==> src/common/sadc_pkg.sv <==
// constants and types for the sar adc control and status block
package sadc_pkg;
    // special-function register map
    localparam logic [7:0] SFR_BUSY_ADDR  = 8'hF5;
    localparam logic [7:0] SFR_CTRL_ADDR  = 8'hD8;
    localparam logic [7:0] SFR_TIME_ADDR  = 8'hEF;
    localparam logic [7:0] SFR_RDATL_ADDR = 8'hD9;
    localparam logic [7:0] SFR_RDATH_ADDR = 8'hDA;
    localparam logic [7:0] BUSY_RESET     = 8'h00;
    localparam logic [7:0] CTRL_RESET     = 8'h00;
    localparam logic [7:0] TIME_RESET     = 8'h00;
    // field positions
    localparam int BUSY_BIT   = 7;
    localparam int DMA_BIT    = 6;
    localparam int CONT_BIT   = 5;
    localparam int SINGLE_CONVERSION_REQUEST_BIT  = 4;
    localparam int CAL_BIT    = 7;
    // converter sizing and timing
    localparam int RES_BITS   = 12;
    localparam logic [3:0] CH_STOP     = 4'hF;
    localparam logic [3:0] SAR_STEPS   = 4'hC;
    localparam logic [2:0] SYNC_CYCLES = 3'h1;
    localparam logic [3:0] CAL_CYCLES  = 4'hF;

    typedef enum logic [2:0] {
        ST_IDLE   = 3'b000,
        ST_SYNC   = 3'b001,
        ST_TRACK  = 3'b010,
        ST_CONV   = 3'b011,
        ST_LATCH  = 3'b100,
        ST_CAL    = 3'b101,
        ST_FETCH  = 3'b110
    } sadc_state_t;

    // sfr bus request from the core
    typedef struct packed {
        logic       wr;
        logic       rd;
        logic [7:0] addr;
        logic [7:0] wdata;
    } sadc_sfr_req_t;

    // analog front-end controls
    typedef struct packed {
        logic       track_a;
        logic       track_b;
        logic [3:0] chan;
        logic [11:0] dac_code;
    } sadc_afe_t;
endpackage

==> src/hdl/sadc_ctrl.sv <==
// sar adc control, sequencing and status registers
`timescale 1ns/1ps
`default_nettype none
module sadc_ctrl
    import sadc_pkg::*;
(
    input  wire logic          mclk,
    input  wire logic          rst_b,
    input  wire sadc_sfr_req_t sfr_req,
    output logic [7:0]         sfr_rdata_r,
    input  wire logic          cmp_hi,
    output sadc_afe_t          afe_r,
    output logic               dma_req_r,
    input  wire logic          dma_ack,
    input  wire logic [3:0]    dma_chan,
    output logic [11:0]        result_r,
    output logic               done_r
);
    ////////////////////////////////////////////////////////////////
    // registers and decode
    sadc_state_t state_r, state_nxt;
    logic [7:0]  ctrl_r;
    logic [7:0]  time_r;
    logic        busy_r;
    logic [3:0]  cnt_r;
    logic [11:0] sar_r;
    logic [11:0] bit_r;
    logic        tick;

    wire wr_ctrl = sfr_req.wr && (sfr_req.addr == SFR_CTRL_ADDR);
    wire wr_time = sfr_req.wr && (sfr_req.addr == SFR_TIME_ADDR);
    wire dma_on  = ctrl_r[DMA_BIT];
    wire start   = ctrl_r[SINGLE_CONVERSION_REQUEST_BIT] || ctrl_r[CONT_BIT];
    wire [3:0] acq_len = {2'b00, time_r[3:2]} + 4'h1;
    wire [1:0] div_sel = time_r[5:4];
    wire step    = tick;
    wire last_step = (bit_r == 12'h001);
    wire conv_step = step && (state_r == ST_CONV);
    // trial decision: drop the bit if the comparator says too high, try the next
    wire [11:0] sar_try = (cmp_hi ? sar_r & ~bit_r : sar_r) | (bit_r >> 1);
    // the last step still applies its decision, so the latch sees the final code
    wire [11:0] sar_nxt = conv_step ? sar_try :
                          (state_nxt != state_r) ? 12'h800 : sar_r;
    // status read: busy in bit 7, reserved bits forced to zero
    wire [7:0] busy_view = {busy_r, 7'h00};
    wire [7:0] rd_mux =
        (sfr_req.addr == SFR_BUSY_ADDR)  ? busy_view :
        (sfr_req.addr == SFR_CTRL_ADDR)  ? ctrl_r :
        (sfr_req.addr == SFR_TIME_ADDR)  ? time_r :
        (sfr_req.addr == SFR_RDATL_ADDR) ? result_r[7:0] :
        (sfr_req.addr == SFR_RDATH_ADDR) ? {4'h0, result_r[11:8]} : 8'h00;

    sadc_tick u_tick (
        .mclk    (mclk),
        .rst_b   (rst_b),
        .div_sel (div_sel),
        .tick_r  (tick)
    );

    ////////////////////////////////////////////////////////////////
    // sequencer next state
    always_comb begin
        state_nxt = state_r;
        case (state_r)
            ST_IDLE: begin
                if (time_r[CAL_BIT])
                    state_nxt = ST_CAL;
                else if (start && dma_on)
                    state_nxt = ST_FETCH;
                else if (start)
                    state_nxt = ST_SYNC;
            end
            ST_FETCH: begin
                if (dma_ack)
                    state_nxt = (dma_chan == CH_STOP) ? ST_IDLE : ST_SYNC;
            end
            ST_SYNC:  if (step && cnt_r == 4'h0) state_nxt = ST_TRACK;
            ST_TRACK: if (step && cnt_r == 4'h0) state_nxt = ST_CONV;
            ST_CONV:  if (step && last_step) state_nxt = ST_LATCH;
            ST_LATCH: state_nxt = ST_IDLE;
            ST_CAL:   if (step && cnt_r == 4'h0) state_nxt = ST_IDLE;
            default:  state_nxt = ST_IDLE;
        endcase
    end

    ////////////////////////////////////////////////////////////////
    // state, counters and sar
    always_ff @(posedge mclk or negedge rst_b) begin
        if (!rst_b) begin
            state_r <= ST_IDLE;
            cnt_r   <= 4'h0;
            sar_r   <= 12'h000;
            bit_r   <= 12'h800;
        end else begin
            state_r <= state_nxt;
            sar_r   <= sar_nxt;
            if (conv_step) begin
                // move the trial bit down, also on the step that leaves conversion
                bit_r <= bit_r >> 1;
            end else if (state_nxt != state_r) begin
                case (state_nxt)
                    ST_SYNC:  cnt_r <= {1'b0, SYNC_CYCLES} - 4'h1;
                    ST_TRACK: cnt_r <= acq_len - 4'h1;
                    ST_CAL:   cnt_r <= CAL_CYCLES;
                    default:  cnt_r <= 4'h0;
                endcase
                bit_r <= 12'h800;
            end else if (step && cnt_r != 4'h0) begin
                cnt_r <= cnt_r - 4'h1;
            end
        end
    end

    ////////////////////////////////////////////////////////////////
    // busy, result and completion strobe change together at the end of a conversion; calibration end clears busy alone
    wire finish = (state_r == ST_LATCH) ||
                  (state_r == ST_CAL && state_nxt == ST_IDLE);
    always_ff @(posedge mclk or negedge rst_b) begin
        if (!rst_b) begin
            busy_r   <= 1'b0;
            result_r <= 12'h000;
            done_r   <= 1'b0;
        end else begin
            done_r <= (state_r == ST_LATCH);
            if (state_r == ST_LATCH)
                result_r <= sar_r;
            if (finish)
                busy_r <= 1'b0;
            else if (state_nxt == ST_SYNC || state_nxt == ST_CAL)
                busy_r <= 1'b1;
        end
    end

    ////////////////////////////////////////////////////////////////
    // control and timing registers; status register takes no write
    always_ff @(posedge mclk or negedge rst_b) begin
        if (!rst_b) begin
            ctrl_r <= CTRL_RESET;
            time_r <= TIME_RESET;
        end else begin
            if (wr_ctrl)
                ctrl_r <= sfr_req.wdata;
            else if (state_r == ST_LATCH)
                ctrl_r[SINGLE_CONVERSION_REQUEST_BIT] <= 1'b0;
            else if (state_r == ST_FETCH && dma_ack && dma_chan == CH_STOP)
                ctrl_r[CONT_BIT] <= 1'b0;
            if (wr_time)
                time_r <= sfr_req.wdata;
            else if (state_r == ST_CAL && state_nxt == ST_IDLE)
                time_r[CAL_BIT] <= 1'b0;
        end
    end

    ////////////////////////////////////////////////////////////////
    // read data, front end and dma fetch request
    always_ff @(posedge mclk or negedge rst_b) begin
        if (!rst_b) begin
            sfr_rdata_r <= 8'h00;
            afe_r       <= '0;
            dma_req_r   <= 1'b0;
        end else begin
            sfr_rdata_r      <= sfr_req.rd ? rd_mux : 8'h00;
            afe_r.track_a    <= (state_nxt == ST_TRACK);
            afe_r.track_b    <= (state_nxt == ST_TRACK);
            afe_r.dac_code   <= sar_nxt; // comparator sees the trial held in sar_r
            dma_req_r        <= (state_nxt == ST_FETCH) && !dma_ack;
            if (state_r == ST_FETCH && dma_ack)
                afe_r.chan <= dma_chan;
            else if (state_r == ST_IDLE && start && !dma_on)
                afe_r.chan <= ctrl_r[3:0];
        end
    end
endmodule
`default_nettype wire

==> src/hdl/sadc_tick.sv <==
// adc clock divider that paces the sequencer
`timescale 1ns/1ps
`default_nettype none
module sadc_tick
    import sadc_pkg::*;
(
    input  wire logic       mclk,
    input  wire logic       rst_b,
    input  wire logic [1:0] div_sel,
    output logic            tick_r
);
    logic [3:0] cnt_r;
    logic [3:0] limit;

    // divide ratios 1, 2, 4, 8 master clocks per adc clock
    assign limit = (4'h1 << div_sel) - 4'h1;

    // count down, pulse once per adc clock
    always_ff @(posedge mclk or negedge rst_b) begin
        if (!rst_b) begin
            cnt_r  <= 4'h0;
            tick_r <= 1'b0;
        end else begin
            tick_r <= (cnt_r == 4'h0);
            cnt_r  <= (cnt_r == 4'h0) ? limit : cnt_r - 4'h1;
        end
    end
endmodule
`default_nettype wire
==> config.mk <==
export PLATFORM = sky130hd
export DESIGN_NAME = sadc_ctrl
export DESIGN_NICKNAME = d
export VERILOG_FILES = /design/src/common/sadc_pkg.sv /design/src/hdl/sadc_ctrl.sv /design/src/hdl/sadc_tick.sv
export SDC_FILE = /design/constraint.sdc
export NUM_CORES = 1
export LEC_CHECK = 0
export ABC_AREA = 1
export BUFFER_PORTS_ARGS = -buffer_cell sky130_fd_sc_hd__buf_2
export CAP_MARGIN = 40
export CORE_ASPECT_RATIO = 2
export CORE_MARGIN = 2
export CORE_UTILIZATION = 47
export DETAILED_ROUTE_END_ITERATION = 8
export PLACE_DENSITY = 0.69
export SETUP_SLACK_MARGIN = 0.2
export SLEW_MARGIN = 20
export SYNTH_ARGS = -nofsm -noshare
export SYNTH_HDL_FRONTEND = slang
export SYNTH_SLANG_ARGS = --single-unit
==> constraint.sdc <==
create_clock -name mclk -period 4.03 [get_ports mclk]
set_input_delay 0.403 -clock mclk [delete_from_list [all_inputs] [get_ports mclk]]
set_output_delay 0.403 -clock mclk [all_outputs]
set_load 0.005 [all_outputs]
Word level (Yosys, flattened, before mapping)
Cells that the tools add are included.

word-level totals
  logic and storage cells = 113
  bits in latches = 0
  RAM bits = 0
  input bits = 26
  memory bits (read-only) = 0
  memories kept = 0
  register bits = 80

cells by class
  bitwise operators = 4
  $add $sub $neg = 5
  equality and inequality tests = 19
  shift operators = 1
  multiplexer cells = 34
  magnitude comparators = 0
  reductions and logical operators = 32
  divide/modulo/power cells = 0
  multipliers = 0

operator list
  cell                 count
  $mux 12              4
  $eq 8x8->1 const B   5
  $mux 8               5
  $mux 3               8
  $mux 4               6
  $pmux 3 s6           1
  $eq 3x3->1 const B   5
  $reduce_bool 2->1    7
  $logic_and 1x1->1    13
  $and 12x12->12       1
  $eq 12x1->1 const B  1
  $not 12->12          1
  $or 12x11->12        1
  $sub 4x1->4 const B  3
  $eq 3x2->1 const B   3
  $logic_not 4->1      2
  $mux 1               8
  $pmux 4 s2           1
  $eq 3x1->1 const B   2
  $logic_not 3->1      2
  $eq 4x4->1 const B   1
  $reduce_and 2->1     2
  $reduce_bool 4->1    1
  $shl 1x2->4 const A  1
  other kinds (8)      11

Longest topological paths before layout
  depth after elaboration = 9
  depth in mapped cells = 15
  depth with buffers taken out = 15

Modules after synthesis
From an unflattened synthesis, not the netlist that was laid out.

unflattened totals
  cell total of the unflattened synthesis = 486
  area total of the unflattened synthesis = 3878.7 um^2

modules (own cells, without submodules)
  module     area an instance (um^2)  seq. area each (um^2)  instances  cells each
  sadc_ctrl  3612.2                   1878.1                 1          453
  sadc_tick  266.5                    125.1                  1          33

Worst setup path before layout
No wires, ideal clock.

  path kind = register to register
  start point = reg cnt_r[0]
  end point = reg bit_r[10]
  setup time = 0.122 ns
  setup slack = 2.316 ns
  path buffers = 1
  data required time = 3.908 ns
  arrival = 1.592 ns
  stages on the path, launching flop included = 13
  cells stage by stage = dfrtp_1 inv_1 ha_1 nand4_1 nand2_1 nand2_1 nor2_2 nand2_4 nand4_4 nor2_4 buf_4 nand2_1 o21ai_1

on the way
  cells in the longest elaborated chain, start to end = 6

RTL lines
  what                                    line                                               text
  start: declaration                      sadc_ctrl.sv:25                                    logic [3:0] cnt_r;
  start signal: assignment                sadc_ctrl.sv:102                                   ST_SYNC: cnt_r <= {1'b0, SYNC_CYCLES} - 4'h1;
  start signal: assignment                sadc_ctrl.sv:103                                   ST_TRACK: cnt_r <= acq_len - 4'h1;
  start signal: assignment                sadc_ctrl.sv:109                                   cnt_r <= cnt_r - 4'h1;
  $logic_not 4->1 (*)                     sadc_ctrl.sv:77, sadc_ctrl.sv:78, sadc_ctrl.sv:81
  $logic_and 1x1->1 (*)                   sadc_ctrl.sv:77, sadc_ctrl.sv:78, sadc_ctrl.sv:81
  $mux 3 (on tied branches)               sadc_ctrl.sv:81, sadc_ctrl.sv:77, sadc_ctrl.sv:78
  $pmux 3 s6 (*)                          sadc_ctrl.sv:64                                    case (state_r)
  $ne 3x3->1 (*)                          sadc_ctrl.sv:100                                   end else if (state_nxt != state_r) begin
  $reduce_bool 2->1 (no source line) (*)  --
  end signal: assignment                  sadc_ctrl.sv:99                                    bit_r <= bit_r >> 1;
  end: declaration                        sadc_ctrl.sv:27                                    logic [11:0] bit_r;

Mark *: on every way between the ends. The rest lies on a longest branch, timed or not.
A chain may end at the register's enable or synchronous reset.

Worst setup path after layout
  start point = reg state_r[1]
  end point = reg bit_r[9]

on the way
  cells in the longest elaborated chain, start to end = 6

RTL lines
  what                                line              text
  start: declaration                  sadc_ctrl.sv:21   sadc_state_t state_r, state_nxt;
  start signal: assignment            sadc_ctrl.sv:95   state_r <= state_nxt;
  $mux 3                              sadc_ctrl.sv:70   else if (start)
  $mux 3                              sadc_ctrl.sv:68   else if (start && dma_on)
  $mux 3                              sadc_ctrl.sv:66   if (time_r[CAL_BIT])
  $pmux 3 s6                          sadc_ctrl.sv:64
  $ne 3x3->1                          sadc_ctrl.sv:100
  $reduce_bool 2->1 (no source line)  --

Several ways; a longest one is shown, not always the timed one.

==> flow_metrics.tcl <==
set metrics [dict create \
    synth_cell_type_count 34 \
    timing_worst_slew_pin_value_ns 0.661 \
    number_of_nets_at_the_end_of_the_flow 577 \
    setup_viol_count_final 0 \
    floorplan.die.width_microns 68.1 \
    netlist_top_cells_area "sky130_fd_sc_hd__dfrtp_1 (51%), sky130_fd_sc_hd__nand2_1 (15%), sky130_fd_sc_hd__o21ai_0 (6.2%)" \
    clkSinkCount 80 \
    first_pass_iters 4 \
    die-area_sq_um 9000 \
    run_status "completed" \
    slew-limit-headroom 0.558 \
    rows 46 \
    final-hold-violation-count 0 \
    yosys_warnings 0 \
    path_cells "nor2_1 > nand2_1 > o21ai_0 > inv_1 > nand2_1 > inv_1 > nand2_1 > nand4_4 > nor2_4 > nand2_1 > o21ai_0" \
    postCtsResizedCells 0 \
    achievable-frequency_mhz 424 \
    syn_area_sq_um 3860 \
    timing.final.crit_share 0.585 \
    clk_slew_on_worst_s_h_paths_ns 0.06 \
    crit-reg2reg-launch "state_r[1]$_DFF_PN0_" \
    post-synth-top-area-cell "sky130_fd_sc_hd__dfrtp_1" \
    critical_path.max_stage_delay_ns 0.44 \
    setup.worst_path.start_class "flop" \
    synth-edff-count 0 \
    placement.io_buffers 65 \
    areaGrowthSynthToFinish_pct 19.6 \
    cts_setup_buffers 0 \
    setup_slack_on_the_worst_flop_to_flop_path_ns 1.67 \
    startpoint_to_endpoint_class_of_the_critical_path "flop to flop" \
    final.setup.tns_ns 0 \
    clock_tree.buffer_depth 2 \
    vias_in_the_first_global_route 3458 \
    timing.critical_path.fanout_max 26 \
    postSynth.topFlopCell "sky130_fd_sc_hd__dfrtp_1" \
    io_pins 66 \
    hpwl_mm 7.56 \
    cts_buffers 9 \
    clk_latency_ns 0.34 \
    yosysSeqAreaShare 0.519 \
    worst_path_most_repeated_cell "sky130_fd_sc_hd__nand2_1" \
    worst_setup_path_end_kind "flop" \
    grt_util_all_layers 0.240 \
    post-route-util 0.582 \
    drt-vias-per-instance 5.36 \
    cp_data_required_time_ns 4.28 \
    whs_ns 0.0469 \
    initial_utilization 0.486 \
    routed_wl_mm 9.98 \
    final_max_slew_viol_count 0 \
    wire_length_of_the_first_global_routing_pass_mm 16.2 \
    post-route-drc-count 0 \
    power_density_nw_per_um2 577 \
    cts_hold_repair.buffers 0 \
    synth_fp_nets 512 \
    power.static_leakage_nw 2.51 \
    critPathSlowestCell "sky130_fd_sc_hd__nand2_1" \
    clock_tree.root_cell "sky130_fd_sc_hd__clkbuf_16" \
    cts_htree_levels 3 \
    clock-skew-final_ns 0.00741 \
    fin_crit_ns 2.36 \
    synth_area_per_cell_sq_um 8.00 \
    grt_setup_unrepaired "false" \
    dr_total_vias 3476 \
    antenna_found_initial 0 \
    initialDrtViolationCount 265 \
    synth_cells 483 \
    max-cap-violations 0 \
    netlist_top_cells_count "sky130_fd_sc_hd__nand2_1 (157), sky130_fd_sc_hd__dfrtp_1 (79), sky130_fd_sc_hd__inv_1 (62), sky130_fd_sc_hd__o21ai_0 (48), sky130_fd_sc_hd__nor2_1 (27)" \
    post_route_cells_drive_above_1_share 0.179 \
    core-area_sq_um 7940 \
    critical_path.n_buffers_inverters 2 \
    ys_async_sr_fraction 1.00 \
    antenna_nets_post_route 0 \
    tritoncts "done" \
    fraction_of_post_synthesis_cell_area_in_the_top_cell_type_by_area 0.512 \
    path_delay_family "simple AND/OR/NAND/NOR gates" \
    cp_data_arrival_time_ns 2.61 \
    num_antenna_cells 0 \
    hold_path.class "input pin to asynchronous set/reset pin" \
    number_of_register_bits_inferred_by_synthesis 80 \
    routed_wire_length_per_instance_microns 15.4 \
    die_y_microns 132 \
    r2r.worst_path.cells 11 \
    critical_path.reg2reg.endpoint "bit_r[9]$_DFFE_PN0P_" \
    max-vdd-ir-drop_mv 0.303 \
    post-synth-top-count-cell "sky130_fd_sc_hd__nand2_1" \
    overflow 0 \
    place_congestion 0.952 \
    maximum_number_of_pins_on_one_net_before_global_route_repair 42 \
]
==> cells in the final DEF, fill, tap and decap left out, drive strengths merged <==
| cell | Yosys | layout |
|---|---|---|
| a41oi | 1 | 1 |
| o211a | 2 | 2 |
| buf | 5 | 66 |
| a31oi | 7 | 7 |
| o31ai | 2 | 2 |
| nor3 | 4 | 4 |
| and3 | 1 | 1 |
| o22ai | 3 | 3 |
| nand2 | 161 | 161 |
| a32oi | 1 | 1 |
| o21ai | 50 | 50 |
| dfstp | 1 | 1 |
| nand4 | 13 | 13 |
| nor2 | 32 | 32 |
| nand3 | 24 | 24 |
| a21oi | 15 | 15 |
| ha | 3 | 3 |
| clkbuf | 7 | 9 |
| clkinv | 1 | 2 |
| bufinv | 0 | 3 |
| xor2 | 2 | 2 |
| a211oi | 2 | 2 |
| inv | 66 | 69 |
| dfrtp | 79 | 79 |
| xnor2 | 1 | 1 |
==> area by class of cell <==
class                      count  area, sq um
inverter                      67          251
multi-input combinational    324         1550
sequential                    80         2000
clock inverter                 7          125
timing repair buffer          66          348
tap                           96          120
fill                         755         3320
clock buffer                   9          225
==> where the power goes <==
part	total [mW]	switching, mW	internal, mW
clock network	0.953	0.340	0.613
logic	0.742	0.506	0.236
registers	0.972	0.0724	0.899
==> cells by family (layout without fill, tap and decap cells) <==
family          Yosys count  count (layout)  synth area share
compound gates           83              83             0.118
xor+xnor                  3               3           0.00680
fa+ha+maj                 3               3           0.00972
buf+inv                  79             149            0.0810
flops                    80              80             0.519
simple gates            235             235             0.266
==> state kept, by name, indices dropped and copies added (netlist names) <==
name           cells
cnt_r              4
time_r             8
dma_req_r          1
sfr_rdata_r        8
busy_r             1
result_r          12
u_tick.cnt_r       4
ctrl_r             8
bit_r             12
u_tick.tick_r      1
state_r            3
done_r             1
afe_r             17
==> metal layers <==
layer  routed length, microns  track usage  vias to the layer above
li1                         -            -                     1677
met2                     5360        0.407                      118
met1                     3780        0.266                     1646
met3                      376       0.0384                       35
met4                      467        0.146                        0
met5                        0            0                        -
==> metrics by stage <==
step	setup WS [ns]	power [mW]	instances	area (sq um)
2_1_floorplan	2.32	1.54	483	3860
3_3_place_gp	1.73	1.71	632	4250
3_5_place_dp	1.67	1.73	633	4270
4_1_cts	1.66	2.68	649	4620
5_1_grt	1.31	2.83	649	4620
6_report	1.67	2.67	649	4620
==> worst max path at each step <==
stage	start	to	slack, ns	cells past startpoint
CTS	state_r[1]$_DFF_PN0_	bit_r[9]$_DFFE_PN0P_	1.66	11
floorplan	cnt_r[0]$_DFFE_PN0P_	bit_r[10]$_DFFE_PN0P_	2.32	12
global placement	state_r[1]$_DFF_PN0_	bit_r[10]$_DFFE_PN0P_	1.73	11
global route	state_r[1]$_DFF_PN0_	bit_r[9]$_DFFE_PN0P_	1.31	11
finish	state_r[1]$_DFF_PN0_	bit_r[9]$_DFFE_PN0P_	1.67	11
detailed placement	state_r[1]$_DFF_PN0_	bit_r[9]$_DFFE_PN0P_	1.67	11
(Power assumes the default switching activity.)
